[config.mk]
export PLATFORM = sky130hd
export DESIGN_NAME = dtm_top
export DESIGN_NICKNAME = d
export VERILOG_FILES = /design/src/design/dtm_pkg.sv /design/src/design/dtm_chan_if.sv /design/src/design/dtm_top.sv /design/src/design/dtm_chan.sv
export SDC_FILE = /design/constraint.sdc
export NUM_CORES = 1
export LEC_CHECK = 0
export BUFFER_PORTS_ARGS = -buffer_cell sky130_fd_sc_hd__buf_2
export CAP_MARGIN = 5
export CORE_ASPECT_RATIO = 1.1
export CORE_MARGIN = 1
export CORE_UTILIZATION = 45
export DETAILED_ROUTE_END_ITERATION = 8
export MAX_ROUTING_LAYER = met4
export PLACE_DENSITY = 0.67
export SLEW_MARGIN = 20
export SYNTH_ARGS = -nofsm -noshare
export SYNTH_HDL_FRONTEND = slang
export SYNTH_HIERARCHICAL = 1
export SYNTH_SLANG_ARGS = --single-unit
[constraint.sdc]
create_clock -name pclk -period 4.6 [get_ports pclk]
set_clock_uncertainty 0.15 [all_clocks]
set_input_delay 0.23 -clock pclk [delete_from_list [all_inputs] [get_ports pclk]]
set_output_delay 0.23 -clock pclk [all_outputs]
set_load 0.01 [all_outputs]
[src/design/dtm_pkg.sv]
package dtm_pkg;
  localparam logic [7:0] ADDR_CLK_SEL = 8'h00;
  localparam logic [7:0] ADDR_MODE    = 8'h04;
  localparam logic [7:0] ADDR_OUT     = 8'h08;
  localparam logic [7:0] ADDR_DIR     = 8'h0c;
  localparam logic [7:0] ADDR_CMP_A   = 8'h10;
  localparam logic [7:0] ADDR_CMP_B   = 8'h14;
  localparam logic [7:0] ADDR_CNT_A   = 8'h18;
  localparam logic [7:0] ADDR_CNT_B   = 8'h1c;
  localparam logic [7:0] ADDR_LATCH   = 8'h20;

  localparam logic [7:0] RST_CLK_SEL = 8'h00;
  localparam logic [7:0] RST_MODE    = 8'h00;
  localparam logic [7:0] RST_OUT     = 8'h00;
  localparam logic [7:0] RST_DIR     = 8'hff;
  localparam logic [7:0] RST_LATCH   = 8'h00;
  localparam logic [7:0] RST_CMP     = 8'h00;
  localparam logic [7:0] RST_CNT     = 8'h00;

  // Mode control bits
  localparam int MODE_EN_A    = 0;
  localparam int MODE_EN_B    = 1;
  localparam int MODE_CASCADE = 2;

  // Output control bits
  localparam int OUT_TOE_A = 0;
  localparam int OUT_INV_A = 1;
  localparam int OUT_LVR_A = 2;
  localparam int OUT_LVS_A = 3;
  localparam int OUT_TOE_B = 4;
  localparam int OUT_INV_B = 5;
  localparam int OUT_LVR_B = 6;
  localparam int OUT_LVS_B = 7;
  localparam logic [7:0] OUT_CMD_MASK = 8'hcc;

  // Port-3 pins carrying the toggle outputs
  localparam int PIN_A = 1;
  localparam int PIN_B = 2;

  // Clock select field layout and codes
  localparam int SEL_A_LSB = 0;
  localparam int SEL_B_LSB = 4;
  localparam logic [3:0] SEL_FALL     = 4'h0;
  localparam logic [3:0] SEL_RISE     = 4'h1;
  localparam logic [3:0] SEL_DIV_LO   = 4'h5;
  localparam logic [3:0] SEL_DIV_HI   = 4'he;
  localparam logic [3:0] SEL_DIV4096  = 4'hf;
  localparam logic [3:0] SEL_DIV_BIAS = 4'h4;
  localparam int         DIV4096_LOG  = 12;
  localparam int         PRE_W        = 12;
endpackage

[src/design/dtm_chan_if.sv]
`timescale 1ns/1ps
interface dtm_chan_if;
  logic       tick;
  logic       run;
  logic [7:0] cmp;
  logic       use_match;
  logic       force_clr;
  logic [7:0] count;
  logic       hit;
  logic       wrap;
  logic       equal;

  modport ctl (output tick, output run, output cmp, output use_match, output force_clr,
               input count, input hit, input wrap, input equal);
  modport cnt (input tick, input run, input cmp, input use_match, input force_clr,
               output count, output hit, output wrap, output equal);
endinterface

[src/design/dtm_top.sv]
// The placing of the registers and register access over APB are this design's own decisions.
`timescale 1ns/1ps
module dtm_top (
  input  wire logic        pclk,
  input  wire logic        presetn,
  input  wire logic        psel,
  input  wire logic        penable,
  input  wire logic        pwrite,
  input  wire logic [7:0]  paddr,
  input  wire logic [31:0] pwdata,
  output logic      [31:0] prdata,
  output logic             pready,
  output logic             pslverr,
  input  wire logic        event_in_a,
  input  wire logic        event_in_b,
  output logic             toggle_out_a,
  output logic             toggle_out_a_oe,
  output logic             toggle_out_b,
  output logic             toggle_out_b_oe,
  output logic             match_irq_a,
  output logic             match_irq_b
);
  typedef struct packed {
    logic [7:0]  clk_sel;
    logic [7:0]  mode;
    logic [7:0]  outc;
    logic [7:0]  dir;
    logic [7:0]  latch;
    logic [7:0]  cmp_a;
    logic [7:0]  cmp_b;
    logic [11:0] pre;
    logic [2:0]  sync_a;
    logic [2:0]  sync_b;
    logic        lv_a;
    logic        lv_b;
    logic        pready;
    logic        pslverr;
    logic [31:0] prdata;
    logic        irq_a;
    logic        irq_b;
    logic        pin_a;
    logic        pin_b;
    logic        oe_a;
    logic        oe_b;
  } dtm_st_t;

  dtm_st_t st_r;
  dtm_st_t st_nxt;

  dtm_chan_if ch_a ();
  dtm_chan_if ch_b ();

  dtm_chan u_chan_a (
    .pclk    (pclk),
    .presetn (presetn),
    .ch      (ch_a.cnt)
  );

  dtm_chan u_chan_b (
    .pclk    (pclk),
    .presetn (presetn),
    .ch      (ch_b.cnt)
  );

  // Tick source for one counter from its 4-bit select code
  function automatic logic sel_tick(
    input logic [3:0]  code,
    input logic [11:0] pre,
    input logic        rise,
    input logic        fall
  );
    logic [11:0] mask;
    int          n;
    mask = 12'h000;
    n    = 0;
    if (code == dtm_pkg::SEL_FALL)
      sel_tick = fall;
    else if (code == dtm_pkg::SEL_RISE)
      sel_tick = rise;
    else if (code >= dtm_pkg::SEL_DIV_LO && code <= dtm_pkg::SEL_DIV_HI)
    begin
      n        = int'(code - dtm_pkg::SEL_DIV_BIAS);
      mask     = 12'((13'h1 << n) - 13'h1);
      sel_tick = ((pre & mask) == mask);
    end
    else if (code == dtm_pkg::SEL_DIV4096)
      sel_tick = (pre == 12'hfff);
    else
      sel_tick = 1'b0;
  endfunction

  logic       rise_a;
  logic       fall_a;
  logic       rise_b;
  logic       fall_b;
  logic       tick_a;
  logic       tick_b;
  logic       cascade;
  logic       full_match;
  logic       wr_en;
  logic       rd_cyc;
  logic [3:0] code_a;
  logic [3:0] code_b;

  // Edge pulses from second and third sync stages
  assign rise_a = st_r.sync_a[1] & ~st_r.sync_a[2];
  assign fall_a = ~st_r.sync_a[1] & st_r.sync_a[2];
  assign rise_b = st_r.sync_b[1] & ~st_r.sync_b[2];
  assign fall_b = ~st_r.sync_b[1] & st_r.sync_b[2];

  assign code_a  = st_r.clk_sel[dtm_pkg::SEL_A_LSB +: 4];
  assign code_b  = st_r.clk_sel[dtm_pkg::SEL_B_LSB +: 4];
  assign tick_a  = sel_tick(code_a, st_r.pre, rise_a, fall_a);
  assign tick_b  = sel_tick(code_b, st_r.pre, rise_b, fall_b);
  assign cascade = st_r.mode[dtm_pkg::MODE_CASCADE];

  // Sixteen-bit match: A hits while B already equals its compare
  assign full_match = ch_a.hit && ch_b.equal;

  // Channel steering
  assign ch_a.tick      = tick_a;
  assign ch_a.run       = st_r.mode[dtm_pkg::MODE_EN_A];
  assign ch_a.cmp       = st_r.cmp_a;
  assign ch_a.use_match = ~cascade;
  assign ch_a.force_clr = cascade && full_match;

  assign ch_b.tick      = cascade ? (ch_a.wrap || full_match) : tick_b;
  assign ch_b.run       = cascade ? st_r.mode[dtm_pkg::MODE_EN_A]
                                  : st_r.mode[dtm_pkg::MODE_EN_B];
  assign ch_b.cmp       = st_r.cmp_b;
  assign ch_b.use_match = ~cascade;
  assign ch_b.force_clr = cascade && full_match;

  // Write lands only at the edge where pready is seen high
  assign wr_en  = psel && penable && pwrite && st_r.pready;
  assign rd_cyc = psel && penable && !st_r.pready;

  always_comb
  begin
    st_nxt = st_r;

    // Free-running prescaler on the main clock
    st_nxt.pre = st_r.pre + 12'h001;

    // Two-flop synchronisers plus edge-history stage
    st_nxt.sync_a = {st_r.sync_a[1:0], event_in_a};
    st_nxt.sync_b = {st_r.sync_b[1:0], event_in_b};

    // Match requests, one cycle each
    st_nxt.irq_a = ch_a.hit;
    st_nxt.irq_b = cascade ? full_match : ch_b.hit;

    // Level flip-flops invert on match when enabled
    if (st_r.outc[dtm_pkg::OUT_INV_A] && ch_a.hit)
      st_nxt.lv_a = ~st_r.lv_a;
    if (st_r.outc[dtm_pkg::OUT_INV_B] && (cascade ? full_match : ch_b.hit))
      st_nxt.lv_b = ~st_r.lv_b;

    // APB access: one wait cycle, then pready for one cycle
    st_nxt.pready  = rd_cyc;
    st_nxt.pslverr = 1'b0;
    if (rd_cyc)
    begin
      st_nxt.prdata = 32'h0000_0000;
      case (paddr)
        dtm_pkg::ADDR_CLK_SEL: st_nxt.prdata[7:0] = st_r.clk_sel;
        dtm_pkg::ADDR_MODE:    st_nxt.prdata[7:0] = st_r.mode;
        dtm_pkg::ADDR_OUT:     st_nxt.prdata[7:0] = st_r.outc;
        dtm_pkg::ADDR_DIR:     st_nxt.prdata[7:0] = st_r.dir;
        dtm_pkg::ADDR_CMP_A:   st_nxt.prdata[7:0] = st_r.cmp_a;
        dtm_pkg::ADDR_CMP_B:   st_nxt.prdata[7:0] = st_r.cmp_b;
        dtm_pkg::ADDR_CNT_A:   st_nxt.prdata[7:0] = ch_a.count;
        dtm_pkg::ADDR_CNT_B:   st_nxt.prdata[7:0] = ch_b.count;
        dtm_pkg::ADDR_LATCH:   st_nxt.prdata[7:0] = st_r.latch;
        default:               st_nxt.pslverr     = 1'b1;
      endcase
    end

    if (wr_en)
    begin
      case (paddr)
        dtm_pkg::ADDR_CLK_SEL: st_nxt.clk_sel = pwdata[7:0];
        dtm_pkg::ADDR_MODE:    st_nxt.mode    = pwdata[7:0];
        dtm_pkg::ADDR_OUT:
        begin
          st_nxt.outc = pwdata[7:0] & ~dtm_pkg::OUT_CMD_MASK;
          if (pwdata[dtm_pkg::OUT_LVR_A])
            st_nxt.lv_a = 1'b0;
          if (pwdata[dtm_pkg::OUT_LVS_A])
            st_nxt.lv_a = 1'b1;
          if (pwdata[dtm_pkg::OUT_LVR_B])
            st_nxt.lv_b = 1'b0;
          if (pwdata[dtm_pkg::OUT_LVS_B])
            st_nxt.lv_b = 1'b1;
        end
        dtm_pkg::ADDR_DIR:     st_nxt.dir    = pwdata[7:0];
        dtm_pkg::ADDR_CMP_A:   st_nxt.cmp_a  = pwdata[7:0];
        dtm_pkg::ADDR_CMP_B:   st_nxt.cmp_b  = pwdata[7:0];
        dtm_pkg::ADDR_LATCH:   st_nxt.latch  = pwdata[7:0];
        default:               st_nxt.latch  = st_r.latch;
      endcase
    end

    // Pin drive: latch ORed with gated level, enabled by direction bit
    st_nxt.pin_a = st_r.latch[dtm_pkg::PIN_A] |
                   (st_r.outc[dtm_pkg::OUT_TOE_A] & st_r.lv_a);
    st_nxt.pin_b = st_r.latch[dtm_pkg::PIN_B] |
                   (st_r.outc[dtm_pkg::OUT_TOE_B] & st_r.lv_b);
    st_nxt.oe_a  = ~st_r.dir[dtm_pkg::PIN_A];
    st_nxt.oe_b  = ~st_r.dir[dtm_pkg::PIN_B];
  end

  always_ff @(posedge pclk or negedge presetn)
  begin
    if (!presetn)
    begin
      st_r         <= '0;
      st_r.clk_sel <= dtm_pkg::RST_CLK_SEL;
      st_r.mode    <= dtm_pkg::RST_MODE;
      st_r.outc    <= dtm_pkg::RST_OUT;
      st_r.dir     <= dtm_pkg::RST_DIR;
      st_r.latch   <= dtm_pkg::RST_LATCH;
      st_r.cmp_a   <= dtm_pkg::RST_CMP;
      st_r.cmp_b   <= dtm_pkg::RST_CMP;
    end
    else
      st_r <= st_nxt;
  end

  assign prdata          = st_r.prdata;
  assign pready          = st_r.pready;
  assign pslverr         = st_r.pslverr;
  assign toggle_out_a    = st_r.pin_a;
  assign toggle_out_a_oe = st_r.oe_a;
  assign toggle_out_b    = st_r.pin_b;
  assign toggle_out_b_oe = st_r.oe_b;
  assign match_irq_a     = st_r.irq_a;
  assign match_irq_b     = st_r.irq_b;
endmodule

[src/design/dtm_chan.sv]
`timescale 1ns/1ps
module dtm_chan (
  input  wire logic pclk,
  input  wire logic presetn,
  dtm_chan_if.cnt   ch
);
  typedef struct packed {
    logic [7:0] count;
  } dtm_cst_t;

  dtm_cst_t st_r;
  dtm_cst_t st_nxt;

  assign ch.count = st_r.count;
  assign ch.equal = (st_r.count == ch.cmp);
  assign ch.hit   = ch.equal && ch.tick && ch.run;
  assign ch.wrap  = (st_r.count == 8'hff) && ch.tick && ch.run;

  always_comb
  begin
    st_nxt = st_r;
    if (ch.run && ch.tick)
    begin
      if (ch.force_clr || (ch.use_match && ch.hit))
        st_nxt.count = dtm_pkg::RST_CNT;
      else
        st_nxt.count = st_r.count + 8'h01;
    end
  end

  always_ff @(posedge pclk or negedge presetn)
  begin
    if (!presetn)
      st_r <= '0;
    else
      st_r <= st_nxt;
  end
endmodule

### After elaboration in Yosys (flattened, before gate mapping)

Index checks and enable logic that the tools add are counted.

| operators by class | value |
|---|---|
| equality and inequality tests | 18 |
| magnitude comparators | 4 |
| reductions and logical operators | 35 |
| mux-type cells | 24 |
| bitwise gates (word level) | 19 |
| $add $sub $neg | 7 |
| shift-type cells | 2 |

Operators with widths:

| cell | number |
|---|---|
| 8-bit case mux with 9 select lines | 1 |
| 1-bit by 32-bit left shift with 12-bit output (first input constant) | 2 |
| 33-bit two-way mux | 1 |
| 8-bit by 5-bit == test with 1-bit output (second input constant) | 4 |
| 12-bit bitwise AND | 2 |
| 12-bit == test | 2 |
| 12-bit by 1-bit subtractor with 12-bit output (second input constant) | 2 |
| 1-bit logical AND | 20 |
| 1-bit two-way mux | 18 |
| 8-bit by 1-bit adder with 8-bit output (second input constant) | 2 |
| 8-bit by 4-bit == test with 1-bit output (second input constant) | 2 |
| 8-bit == test | 2 |
| 8-bit two-way mux | 2 |
| 2-bit AND reduction | 7 |
| 12-bit by 1-bit adder with 12-bit output (second input constant) | 1 |
| 12-bit == test (second input constant) | 1 |
| 4-bit by 3-bit subtractor with 5-bit output (second input constant) | 2 |
| 1-bit inverter | 9 |
| 9-bit OR reduction | 1 |
| 4-bit by 1-bit == test with 1-bit output (second input constant) | 2 |
| 4-bit == test (second input constant) | 2 |
| 8-bit by 3-bit == test with 1-bit output (second input constant) | 1 |
| 8-bit by 6-bit == test with 1-bit output (second input constant) | 1 |
| 8-bit == test (second input constant) | 1 |
| other kinds (9) | 21 |

| storage, ports and cells | value |
|---|---|
| flip-flop bits (word level) | 104 |
| bits of input ports | 47 |
| output and inout port bits | 40 |
| logic and storage cells | 132 |

### Longest topological paths before layout

Gate-level depths: netlist of run 1.

| logic depth | value |
|---|---|
| word-level depth | 22 |
| gate-level depth with buffers | 27 |
| mapped depth without buffers | 24 |

### By module

The synthesis of run 1 kept the hierarchy.

By module, submodules not included:

| module | cells an instance | instances | seq. area each (µm²) | area each (µm²) |
|---|---|---|---|---|
| dtm_top | 470 | 1 | 2212.1 | 5038.6 |
| dtm_chan | 64 | 2 | 200.2 | 578.1 |

### Worst setup path after synthesis of run 1

Ideal clock, no wire load.

| timing path | value |
|---|---|
| kind | register -> register |
| start point | register st_r, in the netlist code_a[2] |
| end point | register st_r[40] (netlist name) |
| arrival time | 4.147 ns |
| data required time | 4.329 ns |
| period minus slack after synthesis | 4.418 ns |
| setup slack | 0.182 ns |
| buffers on the path | 3 |
| library setup time | 0.121 ns |
| cell stages (with the launch flop) | 24 |
| cell sequence | dfrtp_1 -> buf_2 -> inv_1 -> ha_1 -> buf_6 -> and3b_2 -> nand3_1 -> ha_1 -> buf_4 -> nor3b_1 -> or4_4 -> o31ai_2 -> nand2_1 -> nor3_1 -> a21oi_1 -> nand2_1 -> o21ai_0 -> o311a_1 -> o31ai_1 -> nand2_1 -> nor3_1 -> a21o_1 -> nand3_1 -> a22o_1 |

RTL lines:

| what | line | RTL |
|---|---|---|
| start, declared | dtm_top.sv:47 | `dtm_st_t st_r;` |
| start signal, assigned | dtm_top.sv:227 | `st_r <= st_nxt;` |

==> results of run 1 <==
[timing repair]
| item | in CTS | in global routing |
|---|---|---|
| buffers inserted | 0 | 3 |
| resized for setup | 0 | 10 |
| setup endpoints to repair | 0 | 7 |
| hold buffers | 3 | 0 |
| hold endpoints to repair | 60 | 0 |
[worst paths after layout]
check,start,endpoint
min in group asynchronous,presetn,st_r[51]$_DFF_PN0_
max reg2reg,code_a[2]$_DFFE_PN0P_,st_r[40]$_DFF_PN0_
max,code_a[2]$_DFFE_PN0P_,st_r[40]$_DFF_PN0_
max in group asynchronous,presetn,toggle_out_a$_DFF_PN0_
min,pwdata[5],code_b[1]$_DFFE_PN0P_
min reg2reg,st_nxt[43]$_DFF_PN0_,st_nxt[44]$_DFF_PN0_
[sequential cells by signal (all words and copies together), names as in the netlist]
signal,cells
cascade,1
ch_a.cmp,8
ch_a.run,1
ch_b.cmp,8
code_a,4
code_b,4
match_irq_a,1
match_irq_b,1
prdata,8
pready,1
pslverr,1
st_nxt,4
st_r,42
toggle_out_a,1
toggle_out_a_oe,1
toggle_out_b,1
toggle_out_b_oe,1
u_chan_a/ch.count,8
u_chan_b/ch.count,8
[power by group]
part	internal [W]	switching, W	total (W)
sequential	0.000920	0.00000356	0.000924
combinational	0.0000242	0.0000689	0.0000930
clock	0.000387	0.000352	0.000739
[cell type report]
| cell class | instances | area (um^2) |
|---|---|---|
| Fill cell | 1212 | 6490 |
| Multi-Input combinational cell | 435 | 3260 |
| Sequential cell | 104 | 2610 |
| Timing Repair Buffer | 60 | 365 |
| Clock buffer | 11 | 243 |
| Tap cell | 184 | 230 |
| Inverter | 23 | 86.3 |
| Clock inverter | 5 | 40.0 |
[routing by layer]
layer | up-vias | part of all wire, % | global-route usage, % | wire [um]
met3 | 29 | 4.4 | 3.78 | 667
met2 | 117 | 48 | 36.3 | 7290
met4 | 0 | 2.6 | 8.36 | 395
li1 | 2180 | - | - | -
met1 | 2305 | 45 | 29.6 | 6730
met5 | - | 0 | - | 0
[cell usage in the layout, fill, tap and decap left out, types with 14 or more instances in the layout]
cell type	count
dfrtp_1	96
nand2_1	51
mux2_1	40
buf_2	37
conb_1	24
inv_1	23
xnor2_1	23
buf_4	20
nor2_1	18
mux2_2	17
nand3_1	16
o21ai_0	16
a21oi_1	15
o21ai_1	14
[stage by stage]
step / std cells / hold WS (ps)
floorplan: 618 / -216
finish: 822 / 50.8
detailed placement: 800 / 186
global placement: 800 / 191
CTS: 819 / 31.7
global route: 822 / 54.9
[critical path: stages, from the launching register on]
cell     delay (ps)
dfrtp_1         350
inv_1            60
ha_1            290
buf_4           150
or4b_4          470
o21ai_2         130
nor3b_1          70
or4_4           530
o31ai_4         340
and4_4          280
nand2_2          70
nor3_2          180
a21oi_1          60
nand2_1          80
o21ai_0          90
o311a_1         160
o31ai_4         100
nand2_1         130
nor3_2          120
a21o_1          200
a21oi_1          80
a21oi_1         120
a22o_1          150
==> run metrics, run 1 <==
Initial Utilization=46.4%; antenna viol nets, final=0; maximum clock insertion buffer count=2; VDD IR max=between 0.2 and 0.25 mV; Worst Path Required=4740 ps; Tightest Pin Transition=807 ps; cell count after synthesis=595; Leakage=slightly above 3 nW; dpl cell area=6440 um^2; final period utilization=96.0%; Hold Vio Cnt, Final=0; largest net degree at the start of global routing=63; vias per cell=5.63; ratio of cells with drive above 1 in the final layout=about a fifth; Fmax achieved=227 MHz; Setup violations, final=0; relative slew slack=46.2%; critical path class=reg -> reg; Hold Path Stages=3; Routed Wire Length=about 15 mm; CP Data Arrival Time=~4600 ps; pre-CTS setup slack=108 ps; setup slack, reg-to-reg=190 ps; final setup margin=185 ps; core area=13300 um^2; Mapped Area=6180 um^2; CTS root buf=clkbuf_16; Final #Nets=692; Finished Cell Area=6830 um^2; Synth Warn #=6; Rows=between 40 and 50; CTS tree=done; vias=4631; I/O Pins=87; crit path max fanout=8; worst r2r path cells=22; Avg Cell Area, Syn=10.4 um^2; minimum clock period=between 4000 and 5000 ps; Die H=125 um; CTS clk-pin slew, worst paths=70 ps; power per cell area=257 nW/um^2; WL per Instance=18.3 um; Die W=114 um; gp weighted congestion=0.929; Pre-antenna DRT Iters=5; pins over their slew limit=0; status=finished, final reports clean; DP Wirelength=10.9 mm; H-tree depth=3; worst min path class=in -> reg; DR iter-0 viols=368; gr usage total=23.0%; Setup crit end kind=flop; antenna violations before repair=0; ANT cells=0; DR DRC count=0; CTS Sinks=104; power after layout=roughly 0.0018 W; worst skew pair latency=360 ps; global-route wire length before repair=24.2 mm; Synth-to-Final Area Change=10.5%; die area=14200 um^2; port bufs=38; Max Cap Viol=0; vias in the first global route=4562; cts bufs inserted=9; nature of the critical path startpoint=flop; Post-Route Utilization=roughly half; grt ovf=0; Fin Setup TNS=0 ps
Power figures use the tool's default switching activity.
==> run 2: changes to the inputs <==
--- a/config.mk
+++ b/config.mk
@@ -5,6 +5,7 @@
 export SDC_FILE = /design/constraint.sdc
 export NUM_CORES = 1
 export LEC_CHECK = 0
+export ABC_AREA = 1
 export BUFFER_PORTS_ARGS = -buffer_cell sky130_fd_sc_hd__buf_2
 export CAP_MARGIN = 5
 export CORE_ASPECT_RATIO = 1.1
@@ -12,7 +13,7 @@
 export CORE_UTILIZATION = 45
 export DETAILED_ROUTE_END_ITERATION = 8
 export MAX_ROUTING_LAYER = met4
-export PLACE_DENSITY = 0.67
+export PLACE_DENSITY = 0.66
 export SLEW_MARGIN = 20
 export SYNTH_ARGS = -nofsm -noshare
 export SYNTH_HDL_FRONTEND = slang
==> run 2 against run 1 <==
- synthesized cell count is 36% higher
- final cell count is 27% higher
- non-clock buffer count is 10 lower
- largest cell class unchanged
==> run metrics, run 2 <==
CP Data Arrival Time=between 4000 and 5000 ps; final period utilization=89.9%; Leakage=3.40 nW; nature of the critical path startpoint=flop; Fmax achieved=242 MHz; DR DRC count=0; port bufs=38; minimum clock period=4140 ps; Die W=about 120 um; crit path max fanout=5; worst skew pair latency=360 ps; pins over their slew limit=0; Synth Warn #=6; dpl cell area=6580 um^2; maximum clock insertion buffer count=2; Setup crit end kind=flop; Final #Nets=just over 900; placed cells=1020; die area=roughly 15000 um^2; Setup violations, final=0; gr usage total=23.0%; vias=5263; largest register by flop count=st_r; grt ovf=0; antenna violations before repair=0; vias in the first global route=slightly below 5000; CTS Sinks=104; Pre-antenna DRT Iters=6; Hold Startpoint=pwdata[3]; critical path class=reg -> reg; ratio of cells with drive above 1 in the final layout=18.4%; power per cell area=between 200 and 300 nW/um^2; Tightest Pin Transition=867 ps; filler instances=1360; cts bufs inserted=9; Largest register FFs=42; setup slack, reg-to-reg=460 ps; I/O Pins=87; DP Wirelength=11.4 mm; WL per Instance=14.6 um; core area=13800 um^2; largest net degree at the start of global routing=66; Die H=126 um; global-route wire length before repair=24.9 mm; Rows=45; Hold Path Stages=3; CTS tree=done; H-tree depth=3; relative slew slack=42.0%; power after layout=between 0.0015 and 0.002 W; CTS root buf=clkbuf_16; gp weighted congestion=0.908; VDD IR max=between 0.15 and 0.2 mV; worst min path class=in -> reg; Finished Cell Area=6920 um^2; ANT cells=0; Avg Cell Area, Syn=7.82 um^2; status=finished, final reports clean; WHS Endpoint=st_r[87]$_DFFE_PN1P_; antenna viol nets, final=0; Initial Utilization=45.9%; most frequent cells in the layout=208 x nand2_1, 96 x inv_1, 95 x dfrtp_1; Max Cap Viol=0; Hold Vio Cnt, Final=0; Reg-to-Reg Start=code_a[2]$_DFFE_PN0P_; slowest cell delay on critical path=400 ps; Mapped Area=6330 um^2; Worst path slowest cell=dfrtp_2; Synth-to-Final Area Change=9.26%; vias per cell=5.06; leading cell type in the layout, fill and taps excluded=nand2_1; RR Endpoint=st_r[40]$_DFF_PN0_; cell count after synthesis=810; worst r2r path cells=35; DR iter-0 viols=between 300 and 400; Worst Path Required=4690 ps; Routed Wire Length=15.2 mm; post-route insts no fill=1040; CTS clk-pin slew, worst paths=approximately 80 ps; most used cell along the critical path=nand2_1
## run 2: worst max-delay path by stage
stage                          start                  to  slack (ps)  cells after the start
2_1_floorplan  code_a[2]$_DFFE_PN0P_  st_r[40]$_DFF_PN0_         720                     35
3_3_place_gp   code_a[2]$_DFFE_PN0P_  st_r[40]$_DFF_PN0_         310                     35
3_5_place_dp   code_a[2]$_DFFE_PN0P_  st_r[40]$_DFF_PN0_         220                     35
4_1_cts        code_a[2]$_DFFE_PN0P_  st_r[40]$_DFF_PN0_         220                     35
5_1_grt        code_a[2]$_DFFE_PN0P_  st_r[40]$_DFF_PN0_          -4                     35
6_report       code_a[2]$_DFFE_PN0P_  st_r[40]$_DFF_PN0_         460                     35
## run 2: critical path: cells and delay by family (launching register included)
| family | cells | cell delay [ps] |
|---|---|---|
| AO/OA/AOI/OAI | 5 | 410 |
| XOR/XNOR | 1 | 120 |
| adder cells (fa/ha/maj) | 2 | 530 |
| buffers and inverters | 4 | 290 |
| flip-flops | 1 | 400 |
| AND/OR/NAND/NOR | 23 | 2130 |
## run 2: where the power goes
group          internal (W)  switching (W)  leakage (nW)
Clock              0.000373       0.000360         0.139
Combinational     0.0000181      0.0000595          1.89
Sequential         0.000920     0.00000570          1.38
Total               0.00131       0.000426          3.40
## run 2: area by class of cell
cell class / instances / area (um^2) / share of cell area [%]
Multi-Input combinational cell: 567 / 3080 / 44.5
Sequential cell: 104 / 2610 / 37.8
Inverter: 115 / 433 / 6.25
Timing Repair Buffer: 50 / 290 / 4.19
Tap cell: 188 / 235 / 3.40
Clock buffer: 10 / 229 / 3.31
Clock inverter: 6 / 43.8 / 0.633
## run 2: through the flow
step | setup WS [ps] | hold WS [ps] | util [%] | setup TNS [ps]
floorplan | 719 | -216 | - | 0
global placement | 314 | 187 | 47.7 | 0
detailed placement | 223 | 190 | 47.7 | 0
CTS | 221 | 120 | 49.9 | 0
global route | -4.04 | 144 | 50.2 | -4.04
finish | 463 | 111 | 50.2 | 0
## run 2: what timing repair did
action,in CTS,in global routing
hold buffers,3,0
endpoints found under the hold margin,61,0
buffers inserted,0,1
endpoints found under the setup margin,0,9
gates resized for setup,0,9
## run 2: routing by layer
layer	global-route usage, %	share of wire, %	up-vias
li1	-	-	2634
met1	30.5	46	2459
met2	35.1	46	145
met3	4.01	5.5	25
met4	8.63	2.2	0
met5	-	0	-
==> run 3: changes to the inputs <==
--- a/config.mk
+++ b/config.mk
@@ -12,10 +12,13 @@
 export CORE_MARGIN = 1
 export CORE_UTILIZATION = 45
 export DETAILED_ROUTE_END_ITERATION = 8
+export GPL_TIMING_DRIVEN = 0
 export MAX_ROUTING_LAYER = met4
 export PLACE_DENSITY = 0.66
+export RECOVER_POWER = 25
 export SLEW_MARGIN = 20
 export SYNTH_ARGS = -nofsm -noshare
 export SYNTH_HDL_FRONTEND = slang
 export SYNTH_HIERARCHICAL = 1
 export SYNTH_SLANG_ARGS = --single-unit
+export TNS_END_PERCENT = 50
==> run 3 against run 2 <==
- the run now ends with capacitance limit, slew limit left
- utilization grew 2.6 points
- sequential power barely moved
- total power up 7.3%
- setup slack improved by 22 ps
- die area stayed put
- via count grew 1.3%
- clock power rose by 15%
- design area rose by 5.1%
- critical path depth fell by 2
- clock-buffer cell count up 1
- hold slack better by 21 ps
- flip-flop and latch count unchanged
- critical endpoint unchanged
- highest routed layer unchanged
==> run metrics, run 3 (synthesized netlist as in run 2, its figures left out) <==
status=complete, but fails checks; violated checks=capacitance limit, slew limit; DP Wirelength=11.6 mm; WL per Instance=14.3 um; Comb power frac=5.1%; Pre-antenna DRT Iters=5; Worst path slowest cell=dfrtp_1; Largest register FFs=42; CTS root buf=clkbuf_16; I/O Pins=87; sequential group share of total power=49.7%; DR iter-0 viols=584; CTS tree=done; final period utilization=89.5%; core area=13800 um^2; Hold Startpoint=pwdata[6]; most used cell along the critical path=nand2_1; die area=14600 um^2; leading cell type in the layout, fill and taps excluded=nand2_1; nature of the critical path startpoint=flop; vias in the first global route=4904; Setup crit end kind=flop; crit path max fanout=6; cts bufs inserted=9; Die W=approximately 120 um; Min Hold Slack=approximately 130 ps; setup slack, reg-to-reg=490 ps; area of the multi-input gates=3090 um^2; DR DRC count=0; grt ovf=0; ratio of cells with drive above 1 in the final layout=a little over a fifth; gr usage total=23.8%; Die H=126 um; Int Power=0.00144 W; largest register by flop count=st_r; port bufs=38; power after layout=0.00186 W; CP Data Arrival Time=around 4200 ps; WHS Endpoint=code_b[2]$_DFFE_PN0P_; Hold Vio Cnt, Final=0; power per cell area=256 nW/um^2; CTS clk-pin slew, worst paths=70 ps; worst min path class=in -> reg; Fmax achieved=between 200 and 250 MHz; Routed Wire Length=15.5 mm; H-tree depth=3; vias=5329; unrepaired setup endpoints after global routing=false; antenna viol nets, final=0; Final #Nets=949; Initial Utilization=45.9%; RR Endpoint=st_r[40]$_DFF_PN0_; dpl cell area=6880 um^2; ANT cells=0; Switching Power=0.000428 W; Clock power frac=45.3%; Fin Setup TNS=0 ps; Tightest Pin Transition=approximately 1800 ps; Net Sw Frac=23.0%; antenna violations before repair=0; Max Cap Viol=2; slowest cell delay on critical path=about 390 ps; global-route wire length before repair=approximately 26 mm; sequential standard cell area=2610 um^2; maximum clock insertion buffer count=2; VDD IR max=around 0.18 mV; gp weighted congestion=0.918; vias per cell=4.92; most frequent cells in the layout=207 x nand2_1, 95 x inv_1, 95 x dfrtp_1; CTS Sinks=approximately 100; Leakage=3.66 nW; relative slew slack=-23.2%; Worst Path Required=4690 ps; Rows=45; largest net degree at the start of global routing=70; Setup violations, final=0; worst r2r path cells=33; Hold Path Stages=3; Finished Cell Area=7270 um^2; pins over their slew limit=107; critical path class=reg -> reg; worst skew pair latency=360 ps; minimum clock period=between 4000 and 5000 ps; filler instances=~1300; Reg-to-Reg Start=code_a[2]$_DFFE_PN0P_; Synth-to-Final Area Change=14.8%
run 3: changes by cell type in the layout (fill, tap and decap cells not counted), sizes merged:
cell	previous run	this run
clkinv	4	1
bufinv	0	2
clkbuf	10	17
buf	47	84
run 3: cell type report:
class | count | share of cell area, %
clock buffers | 11 | 3.20
flip-flops and latches | 104 | 35.9
clock inverters | 5 | 1.19
repair buffers | 47 | 3.59
well taps | 188 | 3.23
inverters | 115 | 5.95
multi-input cells | 567 | 42.5
plain buffers | 46 | 4.44
run 3: worst max path at each step:
stage	startpoint	to	cells after the start
3_3_place_gp	code_a[2]$_DFFE_PN0P_	st_r[40]$_DFF_PN0_	33
2_1_floorplan	code_a[2]$_DFFE_PN0P_	st_r[40]$_DFF_PN0_	35
4_1_cts	code_a[3]$_DFFE_PN0P_	st_r[40]$_DFF_PN0_	34
6_report	code_a[2]$_DFFE_PN0P_	st_r[40]$_DFF_PN0_	33
5_1_grt	code_a[3]$_DFFE_PN0P_	st_r[40]$_DFF_PN0_	34
3_5_place_dp	code_a[2]$_DFFE_PN0P_	st_r[40]$_DFF_PN0_	33
run 3: worst max-delay path: cells and delay by family (launching register included):
| kind | cells | cell delay (ps) |
|---|---|---|
| xor+xnor | 1 | 120 |
| fa+ha+maj | 2 | 490 |
| simple gates | 23 | 2120 |
| buf+inv | 3 | 350 |
| flops | 1 | 390 |
| compound gates | 4 | 370 |
run 3: power by group through the flow:
stage / Clock [W] / Sequential [W] / Combinational [W]
global route: 0.000898 / 0.000926 / 0.000107
finish: 0.000844 / 0.000925 / 0.0000941
detailed placement: 0 / 0.000943 / 0.0000954
CTS: 0.000859 / 0.000925 / 0.0000982
floorplan: 0 / 0.000942 / 0.0000490
global placement: 0 / 0.000943 / 0.0000917
run 3: routing by layer:
metal  track usage (%)  routed length, um  up-vias
li1                  -                  -     2716
met1              32.0               7210     2448
met2              35.8               7130      143
met3              3.97                820       22
met4              8.94                320        0
met5                 -                  0        -
run 3: through the flow:
stage | util [%] | std cells | setup WS [ps]
floorplan | - | 833 | 719
global placement | 49.6 | 1059 | -316
detailed placement | 49.9 | 1060 | -350
CTS | 52.6 | 1079 | 35.9
global route | 52.7 | 1083 | 5.90
finish | 52.7 | 1083 | 485
run 3: timing repair:
action                                  CTS  global route
hold buffers                              3             0
pin swaps                                 0             4
resized for setup                         5            10
endpoints found under the hold margin    38             0
endpoints found under the setup margin   10            10
buffers inserted                          1             4
